==> src/shared/power_save_pkg.sv <==
// Constants shared by the power save controller and its access gate
package power_save_pkg;
    localparam int ADDR_W = 8;
    localparam int DATA_W = 32;
    localparam logic [ADDR_W-1:0] OFS_PWR_SAVE = 8'h14;
    localparam logic [ADDR_W-1:0] OFS_GPIO_DIR = 8'h18;
    localparam logic [ADDR_W-1:0] OFS_GPIO_OUT = 8'h1C;
    localparam logic [ADDR_W-1:0] OFS_PANEL_CFG = 8'h20;
    localparam logic [ADDR_W-1:0] OFS_LUT_BASE = 8'h80;
    localparam int LUT_DEPTH = 16;
    localparam int LUT_IDX_W = 4;
    localparam int BIT_PS_EN = 4;
    localparam int BIT_MC_PS = 6;
    localparam int GPIO_W = 8;
    localparam int PANEL_W = 8;
    localparam int PWM_DIV_W = 4;
    localparam logic [PWM_DIV_W-1:0] PWM_DIV_LAST = 4'h3;
    localparam logic [DATA_W-1:0] UNMAPPED_DATA = 32'h0000_0000;
    localparam logic [DATA_W-1:0] ZERO_WORD = 32'h0000_0000;
    typedef enum logic [1:0] {
        MEM_IDLE,
        MEM_WAKE,
        MEM_BUSY
    } mem_state_t;
endpackage

==> src/logic/mem_access_gate.sv <==
// Display buffer access gate: wakes the memory controller per write in power save, refuses reads there
`timescale 1ns/1ps
module mem_access_gate
    import power_save_pkg::*;
(
    input wire logic ref_clk,
    input wire logic rst_n,
    input wire logic power_save,
    input wire logic req_write,
    input wire logic req_read,
    output logic mem_enable,
    output logic mem_strobe,
    output logic done,
    output logic refused
);
    mem_state_t state_r;
    mem_state_t state_nxt;

    always_comb begin
        state_nxt = state_r;
        case (state_r)
            MEM_IDLE: begin
                // Reads are refused while asleep; writes wake the controller
                if (req_write || (req_read && !power_save)) begin
                    state_nxt = MEM_WAKE;
                end
            end
            MEM_WAKE: state_nxt = MEM_BUSY;
            MEM_BUSY: state_nxt = MEM_IDLE;
            default: state_nxt = MEM_IDLE;
        endcase
    end

    always_ff @(posedge ref_clk or negedge rst_n) begin
        if (!rst_n) begin
            state_r <= MEM_IDLE;
        end else begin
            state_r <= state_nxt;
        end
    end

    // Controller stays powered in normal mode, only per write in power save
    assign mem_enable = !power_save || (state_r != MEM_IDLE); // see
    assign mem_strobe = (state_r == MEM_BUSY);
    assign done = (state_r == MEM_BUSY);
    assign refused = (state_r == MEM_IDLE) && req_read && power_save;
endmodule

==> src/logic/power_save_ctrl.sv <==
// Software power save controller with Avalon-MM register slave
// What this block does
// Power save is active while bit 4 of the register at 0x14 is set and ends when cleared.
// Power save stops refresh reads, reports the display inactive and stops the PWM clock.
// Power save powers down the memory controller and shows its state in bit 6 of 0x14.
// Display buffer writes still complete in power save by waking the controller per write.
// Lookup table registers stay readable and writable in both modes.
// In power save the USB function is halted and its registers are not accessible.
// In power save panel outputs, including panel-assigned GPIO pins, are forced low.
// GPIO pins stay accessible in power save and outputs of pins not assigned to the panel follow host writes.
// Every reset leaves power save active with the enable bit set.
// The host programs configuration first and only then clears the power save bit.
// General register access works in both power save and normal mode.
// Display buffer reads are refused in power save and served normally otherwise.
`timescale 1ns/1ps
module power_save_ctrl
    import power_save_pkg::*;
(
    input wire logic ref_clk,
    input wire logic rst_n,
    input wire logic [ADDR_W-1:0] avs_address,
    input wire logic avs_read,
    input wire logic avs_write,
    input wire logic [DATA_W-1:0] avs_writedata,
    input wire logic [3:0] avs_byteenable,
    output logic [DATA_W-1:0] avs_readdata,
    output logic avs_waitrequest,
    input wire logic mem_read_req,
    input wire logic mem_write_req,
    output logic mem_read_done,
    output logic mem_write_done,
    output logic mem_read_refused,
    output logic mem_ctrl_enable,
    output logic mem_strobe,
    output logic refresh_enable,
    output logic display_active,
    output logic pwm_clock_out,
    output logic [PANEL_W-1:0] panel_out,
    output logic usb_run,
    input wire logic usb_reg_req,
    output logic usb_reg_grant,
    input wire logic [GPIO_W-1:0] gpio_in,
    output logic [GPIO_W-1:0] gpio_out,
    output logic [GPIO_W-1:0] gpio_oe
);
    logic ps_en_r;
    logic ps_en_nxt;
    logic [GPIO_W-1:0] gpio_dir_r;
    logic [GPIO_W-1:0] gpio_dir_nxt;
    logic [GPIO_W-1:0] gpio_val_r;
    logic [GPIO_W-1:0] gpio_val_nxt;
    logic [GPIO_W-1:0] panel_sel_r;
    logic [GPIO_W-1:0] panel_sel_nxt;
    logic [PANEL_W-1:0] panel_data_r;
    logic [PANEL_W-1:0] panel_data_nxt;
    logic [DATA_W-1:0] lut_r [LUT_DEPTH];
    logic [DATA_W-1:0] lut_nxt [LUT_DEPTH];
    logic [DATA_W-1:0] rdata_r;
    logic [DATA_W-1:0] rdata_nxt;
    logic ack_r;
    logic ack_nxt;
    logic [PWM_DIV_W-1:0] pwm_cnt_r;
    logic [PWM_DIV_W-1:0] pwm_cnt_nxt;
    logic pwm_r;
    logic pwm_nxt;
    logic [PANEL_W-1:0] panel_r;
    logic [PANEL_W-1:0] panel_nxt;
    logic [GPIO_W-1:0] gpio_o_r;
    logic [GPIO_W-1:0] gpio_o_nxt;
    logic [GPIO_W-1:0] gpio_s1_r;
    logic [GPIO_W-1:0] gpio_s2_r;
    logic mem_en_w;
    logic lut_hit;
    logic [LUT_IDX_W-1:0] lut_idx;

    // Merge a bus write into an old word under the byte enables
    function automatic logic [DATA_W-1:0] merge_bytes(input logic [DATA_W-1:0] old_w,
                                                     input logic [DATA_W-1:0] new_w,
                                                     input logic [3:0] be);
        logic [DATA_W-1:0] res;
        res = old_w;
        for (int i = 0; i < 4; i++) begin
            if (be[i]) begin
                res[i*8 +: 8] = new_w[i*8 +: 8];
            end
        end
        return res;
    endfunction

    mem_access_gate u_gate (
        .ref_clk(ref_clk),
        .rst_n(rst_n),
        .power_save(ps_en_r),
        .req_write(mem_write_req),
        .req_read(mem_read_req),
        .mem_enable(mem_en_w),
        .mem_strobe(mem_strobe),
        .done(mem_write_done),
        .refused(mem_read_refused)
    );
    // Same gate answers both kinds; a read done is a done while not asleep and with no write request pending
    assign mem_ctrl_enable = mem_en_w;
    assign mem_read_done = mem_write_done && !ps_en_r && !mem_write_req;

    assign lut_hit = (avs_address >= OFS_LUT_BASE)
                     && (avs_address < OFS_LUT_BASE + ADDR_W'(LUT_DEPTH * 4));
    assign lut_idx = LUT_IDX_W'((avs_address - OFS_LUT_BASE) >> 2);

    // Register file: accessible in both modes
    always_comb begin
        ps_en_nxt = ps_en_r;
        gpio_dir_nxt = gpio_dir_r;
        gpio_val_nxt = gpio_val_r;
        panel_sel_nxt = panel_sel_r;
        panel_data_nxt = panel_data_r;
        rdata_nxt = rdata_r;
        for (int i = 0; i < LUT_DEPTH; i++) begin
            lut_nxt[i] = lut_r[i];
        end
        ack_nxt = 1'b0;
        if (avs_read || avs_write) begin
            ack_nxt = !ack_r;
            // A write lands only at the edge where waitrequest is low
            if (avs_write && ack_r) begin
                if (avs_address == OFS_PWR_SAVE && avs_byteenable[0]) begin
                    ps_en_nxt = avs_writedata[BIT_PS_EN];
                end else if (avs_address == OFS_GPIO_DIR) begin
                    gpio_dir_nxt = GPIO_W'(merge_bytes(ZERO_WORD | gpio_dir_r,
                                                       avs_writedata, avs_byteenable));
                end else if (avs_address == OFS_GPIO_OUT) begin
                    gpio_val_nxt = GPIO_W'(merge_bytes(ZERO_WORD | gpio_val_r,
                                                       avs_writedata, avs_byteenable));
                end else if (avs_address == OFS_PANEL_CFG) begin
                    panel_sel_nxt = GPIO_W'(merge_bytes(ZERO_WORD | panel_sel_r,
                                                        avs_writedata, avs_byteenable));
                    if (avs_byteenable[1]) begin
                        panel_data_nxt = avs_writedata[15:8];
                    end
                end else if (lut_hit) begin
                    lut_nxt[lut_idx] = merge_bytes(lut_r[lut_idx], avs_writedata,
                                                   avs_byteenable);
                end
            end else if (avs_read && !ack_r) begin
                rdata_nxt = UNMAPPED_DATA;
                if (avs_address == OFS_PWR_SAVE) begin
                    rdata_nxt[BIT_PS_EN] = ps_en_r;
                    rdata_nxt[BIT_MC_PS] = !mem_en_w;
                end else if (avs_address == OFS_GPIO_DIR) begin
                    rdata_nxt[GPIO_W-1:0] = gpio_dir_r;
                end else if (avs_address == OFS_GPIO_OUT) begin
                    rdata_nxt[GPIO_W-1:0] = gpio_s2_r;
                end else if (avs_address == OFS_PANEL_CFG) begin
                    rdata_nxt[GPIO_W-1:0] = panel_sel_r;
                    rdata_nxt[15:8] = panel_data_r;
                end else if (lut_hit) begin
                    rdata_nxt = lut_r[lut_idx];
                end
            end
        end
    end

    always_ff @(posedge ref_clk or negedge rst_n) begin
        if (!rst_n) begin
            ps_en_r <= 1'b1;
            gpio_dir_r <= '0;
            gpio_val_r <= '0;
            panel_sel_r <= '0;
            panel_data_r <= '0;
            rdata_r <= '0;
            ack_r <= 1'b0;
            for (int i = 0; i < LUT_DEPTH; i++) begin
                lut_r[i] <= '0;
            end
        end else begin
            ps_en_r <= ps_en_nxt;
            gpio_dir_r <= gpio_dir_nxt;
            gpio_val_r <= gpio_val_nxt;
            panel_sel_r <= panel_sel_nxt;
            panel_data_r <= panel_data_nxt;
            rdata_r <= rdata_nxt;
            ack_r <= ack_nxt;
            for (int i = 0; i < LUT_DEPTH; i++) begin
                lut_r[i] <= lut_nxt[i];
            end
        end
    end

    // One wait cycle, then the answer in the second cycle
    assign avs_waitrequest = (avs_read || avs_write) && !ack_r;
    assign avs_readdata = rdata_r;

    // Outputs that depend on power save
    always_comb begin
        pwm_cnt_nxt = pwm_cnt_r + PWM_DIV_W'(1);
        pwm_nxt = pwm_r;
        if (pwm_cnt_r == PWM_DIV_LAST) begin
            pwm_cnt_nxt = '0;
            pwm_nxt = !pwm_r;
        end
        if (ps_en_r) begin
            pwm_cnt_nxt = '0;
            pwm_nxt = 1'b0;
        end
        panel_nxt = ps_en_r ? '0 : panel_data_r;
        // Panel-assigned GPIO pins are forced low in power save; plain GPIO follows the host
        gpio_o_nxt = gpio_val_r & ~(panel_sel_r & {GPIO_W{ps_en_r}}); // see
    end

    always_ff @(posedge ref_clk or negedge rst_n) begin
        if (!rst_n) begin
            pwm_cnt_r <= '0;
            pwm_r <= 1'b0;
            panel_r <= '0;
            gpio_o_r <= '0;
            gpio_s1_r <= '0;
            gpio_s2_r <= '0;
        end else begin
            pwm_cnt_r <= pwm_cnt_nxt;
            pwm_r <= pwm_nxt;
            panel_r <= panel_nxt;
            gpio_o_r <= gpio_o_nxt;
            gpio_s1_r <= gpio_in;
            gpio_s2_r <= gpio_s1_r;
        end
    end

    assign pwm_clock_out = pwm_r;
    assign panel_out = panel_r;
    assign gpio_out = gpio_o_r;
    assign gpio_oe = gpio_dir_r | panel_sel_r;
    assign refresh_enable = !ps_en_r;
    assign display_active = !ps_en_r;
    assign usb_run = !ps_en_r;
    assign usb_reg_grant = usb_reg_req && !ps_en_r;

    a_pwm_stopped: assert property (@(posedge ref_clk) disable iff (!rst_n)
        ps_en_r |=> !pwm_clock_out)
        else $error("PWM clock runs in power save");
    a_panel_low: assert property (@(posedge ref_clk) disable iff (!rst_n)
        ps_en_r && $past(ps_en_r) |-> panel_out == '0)
        else $error("Panel outputs not low in power save");
    a_ps_write: assert property (@(posedge ref_clk) disable iff (!rst_n)
        avs_write && !avs_waitrequest && avs_address == OFS_PWR_SAVE && avs_byteenable[0]
        |=> ps_en_r == $past(avs_writedata[BIT_PS_EN]))
        else $error("Power save bit did not follow write");
    a_usb_grant: assert property (@(posedge ref_clk) disable iff (!rst_n)
        ps_en_r |-> !usb_reg_grant && !usb_run)
        else $error("USB active in power save");
    a_mc_status: assert property (@(posedge ref_clk) disable iff (!rst_n)
        !ps_en_r |-> mem_ctrl_enable)
        else $error("Memory controller off in normal mode");
    a_write_done: assert property (@(posedge ref_clk) disable iff (!rst_n)
        u_gate.state_r == MEM_IDLE && mem_write_req |-> ##2 mem_write_done)
        else $error("Buffer write did not complete");
    a_read_refused: assert property (@(posedge ref_clk) disable iff (!rst_n)
        ps_en_r && mem_read_req && !mem_write_req && u_gate.state_r == MEM_IDLE
        |-> mem_read_refused ##1 !mem_strobe)
        else $error("Buffer read served in power save");
    a_bus_answer: assert property (@(posedge ref_clk) disable iff (!rst_n)
        (avs_read || avs_write) && avs_waitrequest |=> !avs_waitrequest)
        else $error("Bus answer late");
    a_reset_ps: assert property (@(posedge ref_clk)
        $rose(rst_n) |-> ps_en_r)
        else $error("Power save not set after reset");
endmodule

==> config.mk <==
export PLATFORM = sky130hd
export DESIGN_NAME = power_save_ctrl
export DESIGN_NICKNAME = d
export VERILOG_FILES = /design/src/shared/power_save_pkg.sv /design/src/logic/mem_access_gate.sv /design/src/logic/power_save_ctrl.sv
export SDC_FILE = /design/constraint.sdc
export NUM_CORES = 1
export LEC_CHECK = 0
export BUFFER_PORTS_ARGS = -buffer_cell sky130_fd_sc_hd__buf_2
export CORE_ASPECT_RATIO = 1.75
export CORE_MARGIN = 2
export CORE_UTILIZATION = 25
export DETAILED_ROUTE_END_ITERATION = 10
export PLACE_DENSITY_LB_ADDON = 0.05
export SYNTH_ARGS = -nofsm -noshare
export SYNTH_HDL_FRONTEND = slang
export SYNTH_SLANG_ARGS = --single-unit
==> constraint.sdc <==
create_clock -name ref_clk -period 2.4 [get_ports ref_clk]
set_input_delay 0.36 -clock ref_clk [delete_from_list [all_inputs] [get_ports ref_clk]]
set_output_delay 0.36 -clock ref_clk [all_outputs]
set_load 0.1 [all_outputs]
==> reports/metrics.cfg <==
[min_path]
hold_class=input port to flip-flop

[synthesis]
netlist_instances=2622
synth-main-ff-cell=dfrtp_1
synth_edf_count=0
synth_nets=2682
ys.warnings.count=0
synth-seq-area-share=0.560
synth-seq-cells=617
syn_area_um2=27600
synth.distinct_cells=62
async_flop_share=1.00
avgSynthCellArea_um2=10.5

[detailed_routing]
drc=0
dr.pass1.iters=4
viasPerCell=4.72
antenna_left=0
routed_wl_mm=97.5
wire_per_inst_um=22.3
num_vias=20605
drtIter0Drc=1102

[critical_path]
arrival_ns=1.90
crit_slowest_cell=buf_2
critPathMaxStageDelay_ns=0.47
crit_type=flip-flop to output pin
endpoint_kind=output pin
cp_cell_sequence=buf_4 > nor2_1 > buf_2
critPathMaxFanout=6
start_kind=flip-flop
worst_ep_required_time_ns=2.04

[floorplan]
rows=161
initial_core_util=0.251
die_h_um=444
fp.dieArea_um2=113000
core_um2=110000
fp.dieW_um=255
io_pins=126

[global_route]
overflow=0
gr-usage-all-layers=0.175
grt_first_pass_wirelength_mm=145
grt_max_degree=67
grt_pass1_vias=21544
grt_antenna_before_repair=3

[sta]
grt_setup_unrepaired=false
period_share=0.940
tightest_slew_ns=1.06
post-route-min-period_ns=2.26
fin_worst_skew_ns=0.0248
setup_viol=0
setup_tns_ns=0
slew_violations=0
timing.fmax_mhz=443
slew_headroom=0.291
hold_violations=0

[final_layout]
syn2layout_area_growth_pct=23.4
seq_area_um2=15400
fillers=11234
diodes=0
drive_gt1_frac=0.201
nets=2908
multi_input_area_um2=11300

[placement]
dp_hpwl_mm=66.7
place.gp.congestion=0.781
io_buffers=125

[power_and_ir_drop]
ir_worst_vdd_v=0.000425
p_leak_nw=15.8
powerDensity_nw_per_um2=791
total_power_mw=26.9

[clock_tree]
tritoncts.num_buffers=68
cts-root-buf=clkbuf_16
insertion_delay_ns=0.65
cts.clk_slew.worst_paths_ns=0.06
cts_max_level=3
cts.path.max_buffers=3
cts_tree=built
numClockSinks=617

[run_status]
status=completed

[run]
maxCapViolCount=0

[registers in the layout, summed over array words and instances, names as in the netlist]
name,flops
pwm_cnt_r,4
panel_data_r,8
lut_r,512
gpio_s2_r,8
gpio_out,8
u_gate.state_r,2
gpio_s1_r,8
gpio_val_r,8
panel_out,8
gpio_dir_r,8
ack_r,1
avs_readdata,32
pwm_clock_out,1
panel_sel_r,8
ps_en_r,1
[cell usage after synthesis (all sizes together), types with 6 or more instances]
| cell | n | area share |
|---|---|---|
| dfrtp | 616 | 0.56 |
| nand2b | 7 | 0.0016 |
| o31a | 9 | 0.0029 |
| nor2 | 324 | 0.045 |
| nand3 | 43 | 0.0078 |
| nor3 | 8 | 0.0020 |
| nand2 | 261 | 0.036 |
| mux2i | 256 | 0.093 |
| nor2b | 25 | 0.0057 |
| a221o | 13 | 0.0047 |
| a22oi | 107 | 0.029 |
| a21oi | 284 | 0.052 |
| mux2 | 68 | 0.028 |
| a31oi | 26 | 0.0059 |
| or2 | 8 | 0.0018 |
| a221oi | 9 | 0.0029 |
| a21o | 7 | 0.0019 |
| a21boi | 27 | 0.0087 |
| and3 | 7 | 0.0016 |
| a2111oi | 6 | 0.0022 |
| a22o | 16 | 0.0051 |
| and2 | 7 | 0.0016 |
| o21ai | 226 | 0.041 |
| buf | 111 | 0.025 |
| clkbuf | 87 | 0.012 |
| a32oi | 26 | 0.013 |
[stage by stage]
step	area (µm²)	instances	hold slack [ns]	utilization	setup WS, ns
after floorplan	27600	2622	0.0644	-	0.152
after global placement	31600	4224	0.302	0.288	-0.0977
after detailed placement	31600	4224	0.298	0.288	-0.161
after CTS	34000	4362	0.00321	0.310	-0.0376
after global routing	34000	4364	0.0158	0.310	0.0396
final	34000	4364	0.0501	0.310	0.145
[logic make-up (layout without fill, tap and decap cells)]
family          count (synthesis)  in the layout  synth area share
flops                         617            617             0.560
fa+ha+maj                       1              1          0.000453
simple gates                  707            707             0.108
xor+xnor                        2              2          0.000635
compound gates                768            768             0.173
mux                           324            324             0.121
buf+inv                       203            478            0.0373
[final cells by class]
cell class                      instances  share of cell area
Tap cell                             1467              0.0539
Sequential cell                       617               0.454
Timing Repair Buffer                  354              0.0949
Multi-Input combinational cell       1802               0.332
Inverter                                5            0.000551
Clock buffer                          104              0.0599
Clock inverter                         15             0.00533
[critical path: cells and delay by family (launching register included)]
kind,cells,cell delay (ns)
DFF,1,0.41
and+or+nand+nor,1,0.20
buffers and inverters,2,0.64
[power by group]
group	internal (mW)	switching, mW	total (mW)
registers	11.5	0.571	12.0
clock network	6.19	4.49	10.7
logic	1.52	2.70	4.22
[what timing repair did]
action,4_1_cts,5_1_grt
hold endpoints to repair,173,0
hold buffers,19,0
gates resized for setup,7,0
endpoints found under the setup margin,4,1
buffers inserted,0,2
[cells in the final DEF, fill, tap and decap left out, types with 17 or more instances in the layout]
cell type / synthesis / routed
dfrtp_1: 616 / 616
nor2_1: 320 / 311
a21oi_1: 283 / 283
nand2_1: 261 / 257
mux2i_1: 256 / 256
o21ai_0: 183 / 183
buf_4: 26 / 151
buf_2: 67 / 117
a22oi_1: 107 / 107
clkbuf_16: 0 / 70
mux2_2: 68 / 68
buf_12: 0 / 64
o21ai_1: 43 / 43
nand3_1: 43 / 42
a31oi_1: 26 / 26
nor2b_1: 25 / 20
a32oi_2: 19 / 19
dlygate4sd3_1: 0 / 19
clkbuf_1: 87 / 18
a21boi_0: 17 / 17
[routing by layer]
layer,vias up,share of wire,global-route usage
li1,9746,-,-
met5,-,0.00021,0
met1,10383,0.41,0.207
met2,352,0.53,0.321
met3,120,0.028,0.0192
met4,4,0.029,0.0641
[path summary, 6_finish.rpt]
kind | start | end | slack [ns] | depth (start not counted)
worst min-delay path | avs_writedata[13] | panel_data_r[5] | 0.05 | 2
worst min register to register | gpio_s1_r[1] | gpio_s2_r[1] | 0.35 | 0
min in group asynchronous | rst_n | lut_r[167] | 0.23 | 2
max in group asynchronous | rst_n | lut_r[202] | 1.35 | 4
worst max-delay path | ack_r | avs_waitrequest | 0.14 | 3
worst max register to register | ack_r | lut_r[46] | 0.34 | 7
No activity file was read; power rests on OpenSTA's default activity.
